**config.mk**
```make
export PLATFORM = sky130hd
export DESIGN_NAME = rtcf_top
export DESIGN_NICKNAME = d
export VERILOG_FILES = /design/src/design/rtcf_pkg.sv /design/src/design/rtcf_top.sv /design/src/design/rtcf_osc_watch.sv
export SDC_FILE = /design/constraint.sdc
export NUM_CORES = 1
export LEC_CHECK = 0
export ABC_AREA = 1
export BUFFER_PORTS_ARGS = -buffer_cell sky130_fd_sc_hd__buf_2
export CORE_MARGIN = 2
export CORE_UTILIZATION = 61
export DETAILED_ROUTE_END_ITERATION = 6
export PLACE_DENSITY = 0.86
export SYNTH_ARGS = -nofsm -noshare
export SYNTH_HDL_FRONTEND = slang
export SYNTH_SLANG_ARGS = --single-unit
```
**constraint.sdc**
```tcl
create_clock -name clk_sys -period 3.95 [get_ports clk_sys]
set_clock_uncertainty 0.15 [all_clocks]
set_input_delay 0 -clock clk_sys [delete_from_list [all_inputs] [get_ports clk_sys]]
set_output_delay 0 -clock clk_sys [all_outputs]
set_load 0.1 [all_outputs]
```
**src/design/rtcf_pkg.sv**
```systemverilog
// Package with register map, field positions and timing constants for the RTC health block
// Functional notes
// RULE1: Power-on clears both control registers and adjustment; code loads control register two with 0x10
// RULE2: Oscillator halt drives running flag to zero
// RULE3: Threshold select picks 1.6 V or 1.3 V
// RULE4: Power-on, low-voltage high active; running flag low
// RULE5: Only zero writes clear power-on, low-voltage flags
// RULE6: Power-up sets power-on one, low-voltage zero
// RULE7: Power-on flag holds listed control bits at zero
// RULE8: Host reads three health flags together
// RULE9: Supply sampled 7.8 ms each second only
// RULE10: Set low-voltage flag stops further sampling
// RULE11: Host clears low-voltage flag after seconds write
// RULE12: Alarm match drives interrupt low
// RULE13: Periodic select gives pulse or level mode
// RULE14: Flags at 0xF, enables at 0xE bit layout
// RULE15: Reset enables keep interrupt output high
// RULE16: Interrupt output is OR of low requests
// RULE17: Host reads flags to find interrupt source
// RULE18: Zero to alarm flag releases its drive
// RULE19: Level mode holds low until flag cleared
// RULE20: No oscillator edge within timeout clears running flag
package rtcf_pkg;

  // Register indices; byte address is four times the index
  localparam logic [3:0]  IDX_CTRL1      = 4'hE;
  localparam logic [3:0]  IDX_CTRL2      = 4'hF;
  localparam logic [3:0]  IDX_ADJUST     = 4'h7;
  localparam logic [11:0] ADDR_CTRL1     = {6'h00, IDX_CTRL1, 2'h0};
  localparam logic [11:0] ADDR_CTRL2     = {6'h00, IDX_CTRL2, 2'h0};
  localparam logic [11:0] ADDR_ADJUST    = {6'h00, IDX_ADJUST, 2'h0};

  // Control register one fields
  localparam int C1_WEEK_EN  = 7;
  localparam int C1_DAY_EN   = 6;
  localparam int C1_SEL_HI   = 2;
  // Control register two fields
  localparam int C2_LOWV     = 6;
  localparam int C2_OSC_N    = 5;
  localparam int C2_PON      = 4;
  localparam int C2_PER      = 2;
  localparam int C2_WEEK     = 1;
  localparam int C2_DAY      = 0;
  localparam logic [7:0] C2_RESET   = 8'h10;
  localparam logic [7:0] REG_RESET  = 8'h00;

  // Periodic select codes
  localparam logic [2:0] SEL_OFF    = 3'h0;
  localparam logic [2:0] SEL_LOW    = 3'h1;
  localparam logic [2:0] SEL_2HZ    = 3'h2;
  localparam logic [2:0] SEL_1HZ    = 3'h3;

  // Timing at 250 MHz
  localparam int CLK_MHZ        = 250;
  localparam int SAMPLE_US      = 7800;
  localparam int SAMPLE_CYC     = SAMPLE_US * CLK_MHZ;
  localparam int OSC_TIMEOUT_NS = 1000;
  localparam int OSC_TIMEOUT_CYC = (OSC_TIMEOUT_NS * CLK_MHZ) / 1000;

  typedef struct packed {
    logic week_match;
    logic day_match;
    logic sec_tick;
    logic half_tick;
    logic min_tick;
    logic hour_tick;
    logic month_tick;
  } rtcf_events_s;

endpackage : rtcf_pkg

```
**src/design/rtcf_top.sv**
```systemverilog
// Health flags, supply sampling and interrupt merge with APB registers
`timescale 1ns/10ps
module rtcf_top #(
  parameter int SAMPLE_CYC = rtcf_pkg::SAMPLE_CYC
) (
  // Clock and reset
  input  wire logic                 clk_sys,
  input  wire logic                 rst_n,
  // APB slave
  input  wire logic                 psel,
  input  wire logic                 penable,
  input  wire logic                 pwrite,
  input  wire logic [11:0]          paddr,
  input  wire logic [31:0]          pwdata,
  output logic      [31:0]          prdata,
  output logic                      pready,
  output logic                      pslverr,
  // Time base events and analog inputs
  input  wire rtcf_pkg::rtcf_events_s events,
  input  wire logic                 osc_clk_in,
  input  wire logic                 supply_below_hi,
  input  wire logic                 supply_below_lo,
  // Outputs
  output logic                      interrupt_out_n,
  output logic                      sampling_active
);
  logic [7:0]  ctrl1;
  logic [7:0]  ctrl2;
  logic [7:0]  adjust;
  logic [7:0]  next_ctrl1;
  logic [7:0]  next_ctrl2;
  logic [7:0]  next_adjust;
  logic [31:0] next_prdata;
  logic        next_pready;
  logic        next_pslverr;
  logic [31:0] sec_cnt;
  logic [31:0] next_sec_cnt;
  logic        next_sampling;
  logic        next_int_n;
  logic        osc_s1;
  logic        osc_s2;
  logic        hi_s1;
  logic        hi_s2;
  logic        lo_s1;
  logic        lo_s2;
  logic        halt_pulse;
  logic        pulse_wave;
  logic        next_pulse_wave;
  logic        wr;
  logic        rd;
  logic        below;
  logic        periodic_event;
  logic        per_low;
  logic [2:0]  sel;

  rtcf_osc_watch u_osc_watch (
    .clk_sys    (clk_sys),
    .rst_n      (rst_n),
    .osc_sync   (osc_s2),
    .halt_pulse (halt_pulse)
  );

  // Pin synchronisers
  always_ff @(posedge clk_sys or negedge rst_n) begin
    if (!rst_n) begin
      osc_s1 <= 1'b0;
      osc_s2 <= 1'b0;
      hi_s1  <= 1'b0;
      hi_s2  <= 1'b0;
      lo_s1  <= 1'b0;
      lo_s2  <= 1'b0;
    end else begin
      osc_s1 <= osc_clk_in;
      osc_s2 <= osc_s1;
      hi_s1  <= supply_below_hi;
      hi_s2  <= hi_s1;
      lo_s1  <= supply_below_lo;
      lo_s2  <= lo_s1;
    end
  end

  function automatic logic addr_is(input logic [11:0] a, input logic [11:0] r);
    addr_is = (a == r);
  endfunction : addr_is

  assign wr  = psel && penable && pwrite && pready;
  assign rd  = psel && !penable && !pwrite;
  assign sel = ctrl1[rtcf_pkg::C1_SEL_HI:0];
  assign below = ctrl2[7] ? lo_s2 : hi_s2; // RULE3

  // Periodic source event selection
  always_comb begin
    periodic_event = 1'b0;
    unique case (sel[1:0])
      2'h0: periodic_event = events.sec_tick;
      2'h1: periodic_event = events.min_tick;
      2'h2: periodic_event = events.hour_tick;
      2'h3: periodic_event = events.month_tick;
    endcase
  end

  // Pulse mode square wave
  always_comb begin
    next_pulse_wave = pulse_wave;
    if (sel == rtcf_pkg::SEL_2HZ && events.half_tick) begin
      next_pulse_wave = !pulse_wave; // RULE13
    end else if (sel == rtcf_pkg::SEL_1HZ && events.sec_tick) begin
      next_pulse_wave = !pulse_wave; // RULE13
    end else if (sel[2] || sel[1] == 1'b0) begin
      next_pulse_wave = 1'b0;
    end
  end

  assign per_low = (sel == rtcf_pkg::SEL_LOW) || (sel[2:1] == 2'b01 && pulse_wave)
                   || (sel[2] && ctrl2[rtcf_pkg::C2_PER]);

  // Register file and flags
  always_comb begin
    next_ctrl1  = ctrl1;
    next_ctrl2  = ctrl2;
    next_adjust = adjust;
    if (wr && addr_is(paddr, rtcf_pkg::ADDR_CTRL1)) begin
      next_ctrl1 = pwdata[7:0];
    end
    if (wr && addr_is(paddr, rtcf_pkg::ADDR_ADJUST)) begin
      next_adjust = pwdata[7:0];
    end
    if (wr && addr_is(paddr, rtcf_pkg::ADDR_CTRL2)) begin
      next_ctrl2[7] = pwdata[7];
      next_ctrl2[3] = pwdata[3];
      next_ctrl2[rtcf_pkg::C2_OSC_N] = pwdata[rtcf_pkg::C2_OSC_N]; // RULE5
      // Flags: zero clears, one ignored
      if (!pwdata[rtcf_pkg::C2_PON])  next_ctrl2[rtcf_pkg::C2_PON]  = 1'b0; // RULE5
      if (!pwdata[rtcf_pkg::C2_LOWV]) next_ctrl2[rtcf_pkg::C2_LOWV] = 1'b0; // RULE5
      if (!pwdata[rtcf_pkg::C2_PER])  next_ctrl2[rtcf_pkg::C2_PER]  = 1'b0; // RULE19
      if (!pwdata[rtcf_pkg::C2_WEEK]) next_ctrl2[rtcf_pkg::C2_WEEK] = 1'b0; // RULE18
      if (!pwdata[rtcf_pkg::C2_DAY])  next_ctrl2[rtcf_pkg::C2_DAY]  = 1'b0; // RULE18
    end
    // Hardware sets and the halt clear win over software writes; the pulse-mode periodic clear yields to any write
    if (halt_pulse) next_ctrl2[rtcf_pkg::C2_OSC_N] = 1'b0; // RULE2
    if (sampling_active && below) next_ctrl2[rtcf_pkg::C2_LOWV] = 1'b1; // RULE4
    if (ctrl1[rtcf_pkg::C1_WEEK_EN] && events.week_match) begin
      next_ctrl2[rtcf_pkg::C2_WEEK] = 1'b1; // RULE12
    end
    if (ctrl1[rtcf_pkg::C1_DAY_EN] && events.day_match) begin
      next_ctrl2[rtcf_pkg::C2_DAY] = 1'b1; // RULE12
    end
    if (sel[2] && periodic_event) next_ctrl2[rtcf_pkg::C2_PER] = 1'b1; // RULE19
    if (sel[2:1] == 2'b01 && pulse_wave) next_ctrl2[rtcf_pkg::C2_PER] = 1'b1;
    if (sel[2:1] == 2'b01 && !pulse_wave && !wr) next_ctrl2[rtcf_pkg::C2_PER] = 1'b0;
    // Power-on flag holds configuration and flags at zero, except the running flag
    if (next_ctrl2[rtcf_pkg::C2_PON]) begin
      next_ctrl1  = rtcf_pkg::REG_RESET; // RULE7
      next_adjust = rtcf_pkg::REG_RESET; // RULE7
      next_ctrl2  = next_ctrl2 & 8'h30;  // RULE7
    end
  end

  // Supply sampling window, one per second
  always_comb begin
    next_sec_cnt  = sec_cnt;
    next_sampling = 1'b0;
    if (events.sec_tick) begin
      next_sec_cnt = 32'h0000_0000;
    end else if (sec_cnt != 32'(SAMPLE_CYC)) begin
      next_sec_cnt = sec_cnt + 32'h0000_0001;
    end
    // RULE9 RULE10
    next_sampling = (next_sec_cnt < 32'(SAMPLE_CYC)) && !next_ctrl2[rtcf_pkg::C2_LOWV];
  end

  // Interrupt merge of active-low requests
  always_comb begin
    next_int_n = !(ctrl2[rtcf_pkg::C2_WEEK] || ctrl2[rtcf_pkg::C2_DAY] || per_low); // RULE16
  end

  // APB answer: reads one access cycle, zero wait states
  always_comb begin
    next_prdata  = 32'h0000_0000;
    next_pready  = psel && !penable;
    next_pslverr = 1'b0;
    if (psel && !penable) begin
      if (addr_is(paddr, rtcf_pkg::ADDR_CTRL1)) begin
        next_prdata = {24'h00_0000, ctrl1};
      end else if (addr_is(paddr, rtcf_pkg::ADDR_CTRL2)) begin
        next_prdata = {24'h00_0000, ctrl2}; // RULE14
      end else if (addr_is(paddr, rtcf_pkg::ADDR_ADJUST)) begin
        next_prdata = {24'h00_0000, adjust};
      end else begin
        next_pslverr = 1'b1;
      end
      if (!rd) next_prdata = 32'h0000_0000;
    end
  end

  always_ff @(posedge clk_sys or negedge rst_n) begin
    if (!rst_n) begin
      ctrl1           <= rtcf_pkg::REG_RESET; // RULE1
      adjust          <= rtcf_pkg::REG_RESET; // RULE1
      ctrl2           <= rtcf_pkg::C2_RESET;  // RULE6
      sec_cnt         <= 32'h0000_0000;
      sampling_active <= 1'b0;
      pulse_wave      <= 1'b0;
      interrupt_out_n <= 1'b1; // RULE15
      prdata          <= 32'h0000_0000;
      pready          <= 1'b0;
      pslverr         <= 1'b0;
    end else begin
      ctrl1           <= next_ctrl1;
      adjust          <= next_adjust;
      ctrl2           <= next_ctrl2;
      sec_cnt         <= next_sec_cnt;
      sampling_active <= next_sampling;
      pulse_wave      <= next_pulse_wave;
      interrupt_out_n <= next_int_n;
      prdata          <= next_prdata;
      pready          <= next_pready;
      pslverr         <= next_pslverr;
    end
  end

  AST_PON_HOLDS_CTRL1: assert property (@(posedge clk_sys) disable iff (!rst_n)
    ctrl2[rtcf_pkg::C2_PON] |-> ctrl1 == 8'h00 && adjust == 8'h00) // RULE7
    else $error("control bits not held while power-on flag set");
  AST_PON_HOLDS_FLAGS: assert property (@(posedge clk_sys) disable iff (!rst_n)
    ctrl2[rtcf_pkg::C2_PON] |-> (ctrl2 & 8'hCF) == 8'h00) // RULE7
    else $error("flags not held while power-on flag set");
  AST_PON_ONE_IGNORED: assert property (@(posedge clk_sys) disable iff (!rst_n)
    !ctrl2[rtcf_pkg::C2_PON] |=> !ctrl2[rtcf_pkg::C2_PON]) // RULE5
    else $error("power-on flag set again after clear");
  AST_HALT_CLEARS_OSC: assert property (@(posedge clk_sys) disable iff (!rst_n)
    halt_pulse |=> !ctrl2[rtcf_pkg::C2_OSC_N]) // RULE2
    else $error("halt did not clear running flag");
  AST_LOWV_STOPS_SAMPLING: assert property (@(posedge clk_sys) disable iff (!rst_n)
    ctrl2[rtcf_pkg::C2_LOWV] |-> !sampling_active) // RULE10
    else $error("sampling while low-voltage flag set");
  AST_LOWV_SET: assert property (@(posedge clk_sys) disable iff (!rst_n)
    sampling_active && below && !ctrl2[rtcf_pkg::C2_PON] |=> ctrl2[rtcf_pkg::C2_LOWV]) // RULE3
    else $error("low supply not recorded");
  AST_SAMPLE_WINDOW: assert property (@(posedge clk_sys) disable iff (!rst_n)
    sampling_active |-> sec_cnt < 32'(SAMPLE_CYC)) // RULE9
    else $error("sampling outside window");
  AST_ALARM_DRIVES_LOW: assert property (@(posedge clk_sys) disable iff (!rst_n)
    ctrl1[rtcf_pkg::C1_DAY_EN] && events.day_match && !ctrl2[rtcf_pkg::C2_PON]
    |=> ##1 !interrupt_out_n) // RULE12
    else $error("alarm match did not drive interrupt");
  AST_IDLE_HIGH: assert property (@(posedge clk_sys) disable iff (!rst_n)
    ctrl2[rtcf_pkg::C2_PON] && $past(ctrl2[rtcf_pkg::C2_PON]) |=> interrupt_out_n) // RULE15
    else $error("interrupt active with sources disabled");
  AST_LEVEL_HOLD: assert property (@(posedge clk_sys) disable iff (!rst_n)
    sel[2] && ctrl2[rtcf_pkg::C2_PER] |=> !interrupt_out_n) // RULE19
    else $error("level mode request not driven");
  COV_ALARM: cover property (@(posedge clk_sys) disable iff (!rst_n)
    ctrl2[rtcf_pkg::C2_WEEK] ##1 !ctrl2[rtcf_pkg::C2_WEEK]);
  COV_LOWV: cover property (@(posedge clk_sys) disable iff (!rst_n)
    $rose(ctrl2[rtcf_pkg::C2_LOWV]));
  COV_HALT: cover property (@(posedge clk_sys) disable iff (!rst_n) halt_pulse);
endmodule : rtcf_top

```
**src/design/rtcf_osc_watch.sv**
```systemverilog
// Oscillator halt watchdog on the system reference clock
`timescale 1ns/10ps
module rtcf_osc_watch (
  // Clock and reset
  input  wire logic clk_sys,
  input  wire logic rst_n,
  // Oscillator sample, already synchronised
  input  wire logic osc_sync,
  // Halt event pulse
  output logic      halt_pulse
);
  logic [15:0] cnt;
  logic        osc_d;
  logic        next_halt;
  logic [15:0] next_cnt;

  always_comb begin
    next_cnt  = cnt;
    next_halt = 1'b0;
    if (osc_sync != osc_d) begin
      next_cnt = 16'h0000;
    end else if (cnt == 16'(rtcf_pkg::OSC_TIMEOUT_CYC)) begin
      next_halt = 1'b1; // RULE20
      next_cnt  = 16'h0000;
    end else begin
      next_cnt = cnt + 16'h0001;
    end
  end

  always_ff @(posedge clk_sys or negedge rst_n) begin
    if (!rst_n) begin
      cnt        <= 16'h0000;
      osc_d      <= 1'b0;
      halt_pulse <= 1'b0;
    end else begin
      cnt        <= next_cnt;
      osc_d      <= osc_sync;
      halt_pulse <= next_halt;
    end
  end

  AST_HALT_NEEDS_QUIET: assert property (@(posedge clk_sys) disable iff (!rst_n)
    halt_pulse |-> $past(osc_sync) == $past(osc_sync, 2)) // RULE20
    else $error("halt reported right after an oscillator edge");
endmodule : rtcf_osc_watch

```
==> flow_metrics.env <==
export IMPL_status="finished clean"
export IMPL_wire_per_inst_um=14.3
export IMPL_total_power_mw=1.99
export IMPL_initial_core_util_pct=63.5
export IMPL_syn_area_per_cell_um2=7.45
export IMPL_clockBufferDepth=2
export IMPL_cts_setup_buffers=0
export IMPL_slowest_delay_ps=560
export IMPL_cp_end_kind="register"
export IMPL_antenna_found_initial=0
export IMPL_overflow=0
export IMPL_crit_chain="nand2_1 -> nor2_1 -> inv_1 -> o21ai_2 -> inv_2 -> nor2_1 -> o211ai_1 -> o21ai_0 -> dlygate4sd3_1"
export IMPL_syn_area_um2=5250
export IMPL_finalCritPeriodShare_pct=66.4
export IMPL_diodes=0
export IMPL_drive_gt1_share_pct=12.5
export IMPL_rsz0062_at_grt="false"
export IMPL_maxSlewViolCount=0
export IMPL_grt_use_total_pct=28.1
export IMPL_min_period_ps=2620
export IMPL_grt_max_degree=56
export IMPL_cts_sinks=93
export IMPL_peakVddDrop_v=0.000148
export IMPL_cp_max_fo=9
export IMPL_die_h_um=96.7
export IMPL_place_gp_congestion=1.01
export IMPL_leakage_nw=2.97
export IMPL_area_growth_pct=12.8
export IMPL_die_w_um=96.7
export IMPL_worst_path_most_repeated_cell="nor2_1"
export IMPL_whs_ps=31.9
export IMPL_grt_pass1_wl_mm=21.5
export IMPL_cp_slowest_cell="dlygate4sd3_1"
export IMPL_max_slew_margin_pct=43.3
export IMPL_synthCells=704
export IMPL_portBuffers=46
export IMPL_die_area_um2=9360
export IMPL_drt_pass1_iter_count=5
export IMPL_path_class="reg -> reg"
export IMPL_cellPowerDensity_nw_per_um2=336
export IMPL_ant_nets=0
export IMPL_layout_common_cells="165 x nand2_1, 108 x inv_1, 99 x nor2_1, 91 x dfrtp_1, 58 x nand3_1"
export IMPL_finalHoldViolCount=0
export IMPL_yosysWarnings=0
export IMPL_synth_cell_types=45
export IMPL_boundaryPins=95
export IMPL_rows=33
export IMPL_drt_wl_total_mm=12.7
export IMPL_async_flop_share_pct=100
export IMPL_ys_seq_elements=93
export IMPL_yosysSeqAreaShare_pct=44.4
export IMPL_dp_cells=849
export IMPL_setup_viol=0
export IMPL_drtIter0Drc=416
export IMPL_cp_arrival_ps=2780
export IMPL_coreArea_um2=8260
export IMPL_cts_tree="done"
export IMPL_final_common_cell="nand2_1"
export IMPL_ys_dominant_reg_cell="dfrtp_1"
export IMPL_avgViaCountPerCell=5.51
export IMPL_hp_class="in -> reg"
export IMPL_via_count=4884
export IMPL_numCtsBuffers=9
export IMPL_clkLatencyLatePin_ps=380
export IMPL_synth_edff_count=0
export IMPL_grt_pass1_vias=4729
export IMPL_fmax_ghz=0.381
export IMPL_cts_root_buf="clkbuf_8"
export IMPL_tightest_slew_ps=849
export IMPL_final_nets=839
export IMPL_setup_tns_ps=0
export IMPL_worst_ep_required_time_ps=4110
export IMPL_cts_max_level=3
export IMPL_path_clk_slew_ps=100
export IMPL_critPathLaunchType="register"
export IMPL_drc_errors=0
export IMPL_max_cap_violations=0
export IMPL_instances_no_fill=886
export IMPL_place_hpwl_mm=8.97
[synth_stat cells (4+ instances only)]
cell type	number	area (um^2)
nand2_1	165	619
inv_1	108	405
nor2_1	99	372
dfrtp_1	91	2280
nand3_1	58	290
o21ai_0	29	145
buf_4	26	195
a21oi_1	11	55.1
nor2_2	11	68.8
nor3_1	11	55.1
nand4_1	9	56.3
o211ai_1	7	52.6
xor2_1	7	61.3
nor3b_1	6	45.0
nor4_1	5	31.3
clkbuf_1	4	15.0
ha_1	4	50.1
nand2_2	4	25.0
[repair_timing]
| action | 4_1_cts | 5_1_grt |
|---|---|---|
| resized for setup | 0 | 0 |
| hold buffers | 21 | 0 |
| hold endpoints to repair | 103 | 0 |
[final cells by class]
class,count,area [um^2]
sequential,93,2330
tap,105,131
fill,627,2340
multi-input combinational,491,2370
timing repair buffer,68,450
inverter,113,424
clock inverter,7,91.3
clock buffer,9,124
[through the flow]
step	area (um^2)	util (%)	setup WS, ps
global route	5920	71.7	1180
CTS	5920	71.7	1390
finish	5920	71.7	1330
detailed placement	5490	66.5	1670
global placement	5490	66.5	1720
floorplan	5330	-	1690
[power breakdown]
part / switching (mW) / internal [mW] / total (mW)
registers: 0.0232 / 0.983 / 1.01
clock network: 0.383 / 0.308 / 0.691
logic: 0.230 / 0.0607 / 0.291
[sequential cells by signal, summed over array words and instances, names as in the netlist]
signal and flops:
sec_cnt 32, u_osc_watch.cnt 16, adjust 8, ctrl1 8, ctrl2 8, prdata 8
hi_s1 1, hi_s2 1, interrupt_out_n 1, lo_s1 1, lo_s2 1, osc_s1 1
osc_s2 1, pready 1, pslverr 1, pulse_wave 1, sampling_active 1, u_osc_watch.halt_pulse 1
u_osc_watch.osc_d 1
[layer usage]
metal / global-route usage, % / vias to the layer above / wire length (um)
met3: 4.84 / 36 / 894
met5: 0 / - / 0
met1: 35.8 / 2294 / 5330
li1: - / 2328 / -
met2: 46.8 / 226 / 6100
met4: 13.2 / 0 / 388
[path summary, 6_finish.rpt]
| path | startpoint | endpoint | slack, ps | cells after the start |
|---|---|---|---|---|
| worst min-delay path | psel | prdata[0]$_DFF_PN0_ | 30 | 7 |
| worst max-delay path | pready$_DFF_PN0_ | ctrl2[1]$_DFFE_PN0P_ | 1330 | 9 |
| max in group asynchronous | rst_n | ctrl2[4]$_DFF_PN1_ | 2660 | 3 |
| worst min register to register | osc_s1$_DFF_PN0_ | osc_s2$_DFF_PN0_ | 210 | 0 |
| min in group asynchronous | rst_n | sec_cnt[29]$_DFF_PN0_ | 50 | 2 |
| worst max register to register | pready$_DFF_PN0_ | ctrl2[1]$_DFFE_PN0P_ | 1330 | 9 |
[critical path: cells and delay by family, from the launching register on]
kind	cells	cell delay, ps
flops	1	350
buf+inv	3	880
compound gates	3	630
simple gates	3	530
[kinds of logic after synthesis]
logic type / synth area share [%]
AO/OA/AOI/OAI: 8.06
XOR/XNOR: 1.50
adder cells (fa/ha/maj): 0.954
buffers and inverters: 12.1
flip-flops: 44.4
multiplexers: 0.191
other: 0.0715
AND/OR/NAND/NOR: 32.7
Power figures use the tool's default switching activity.
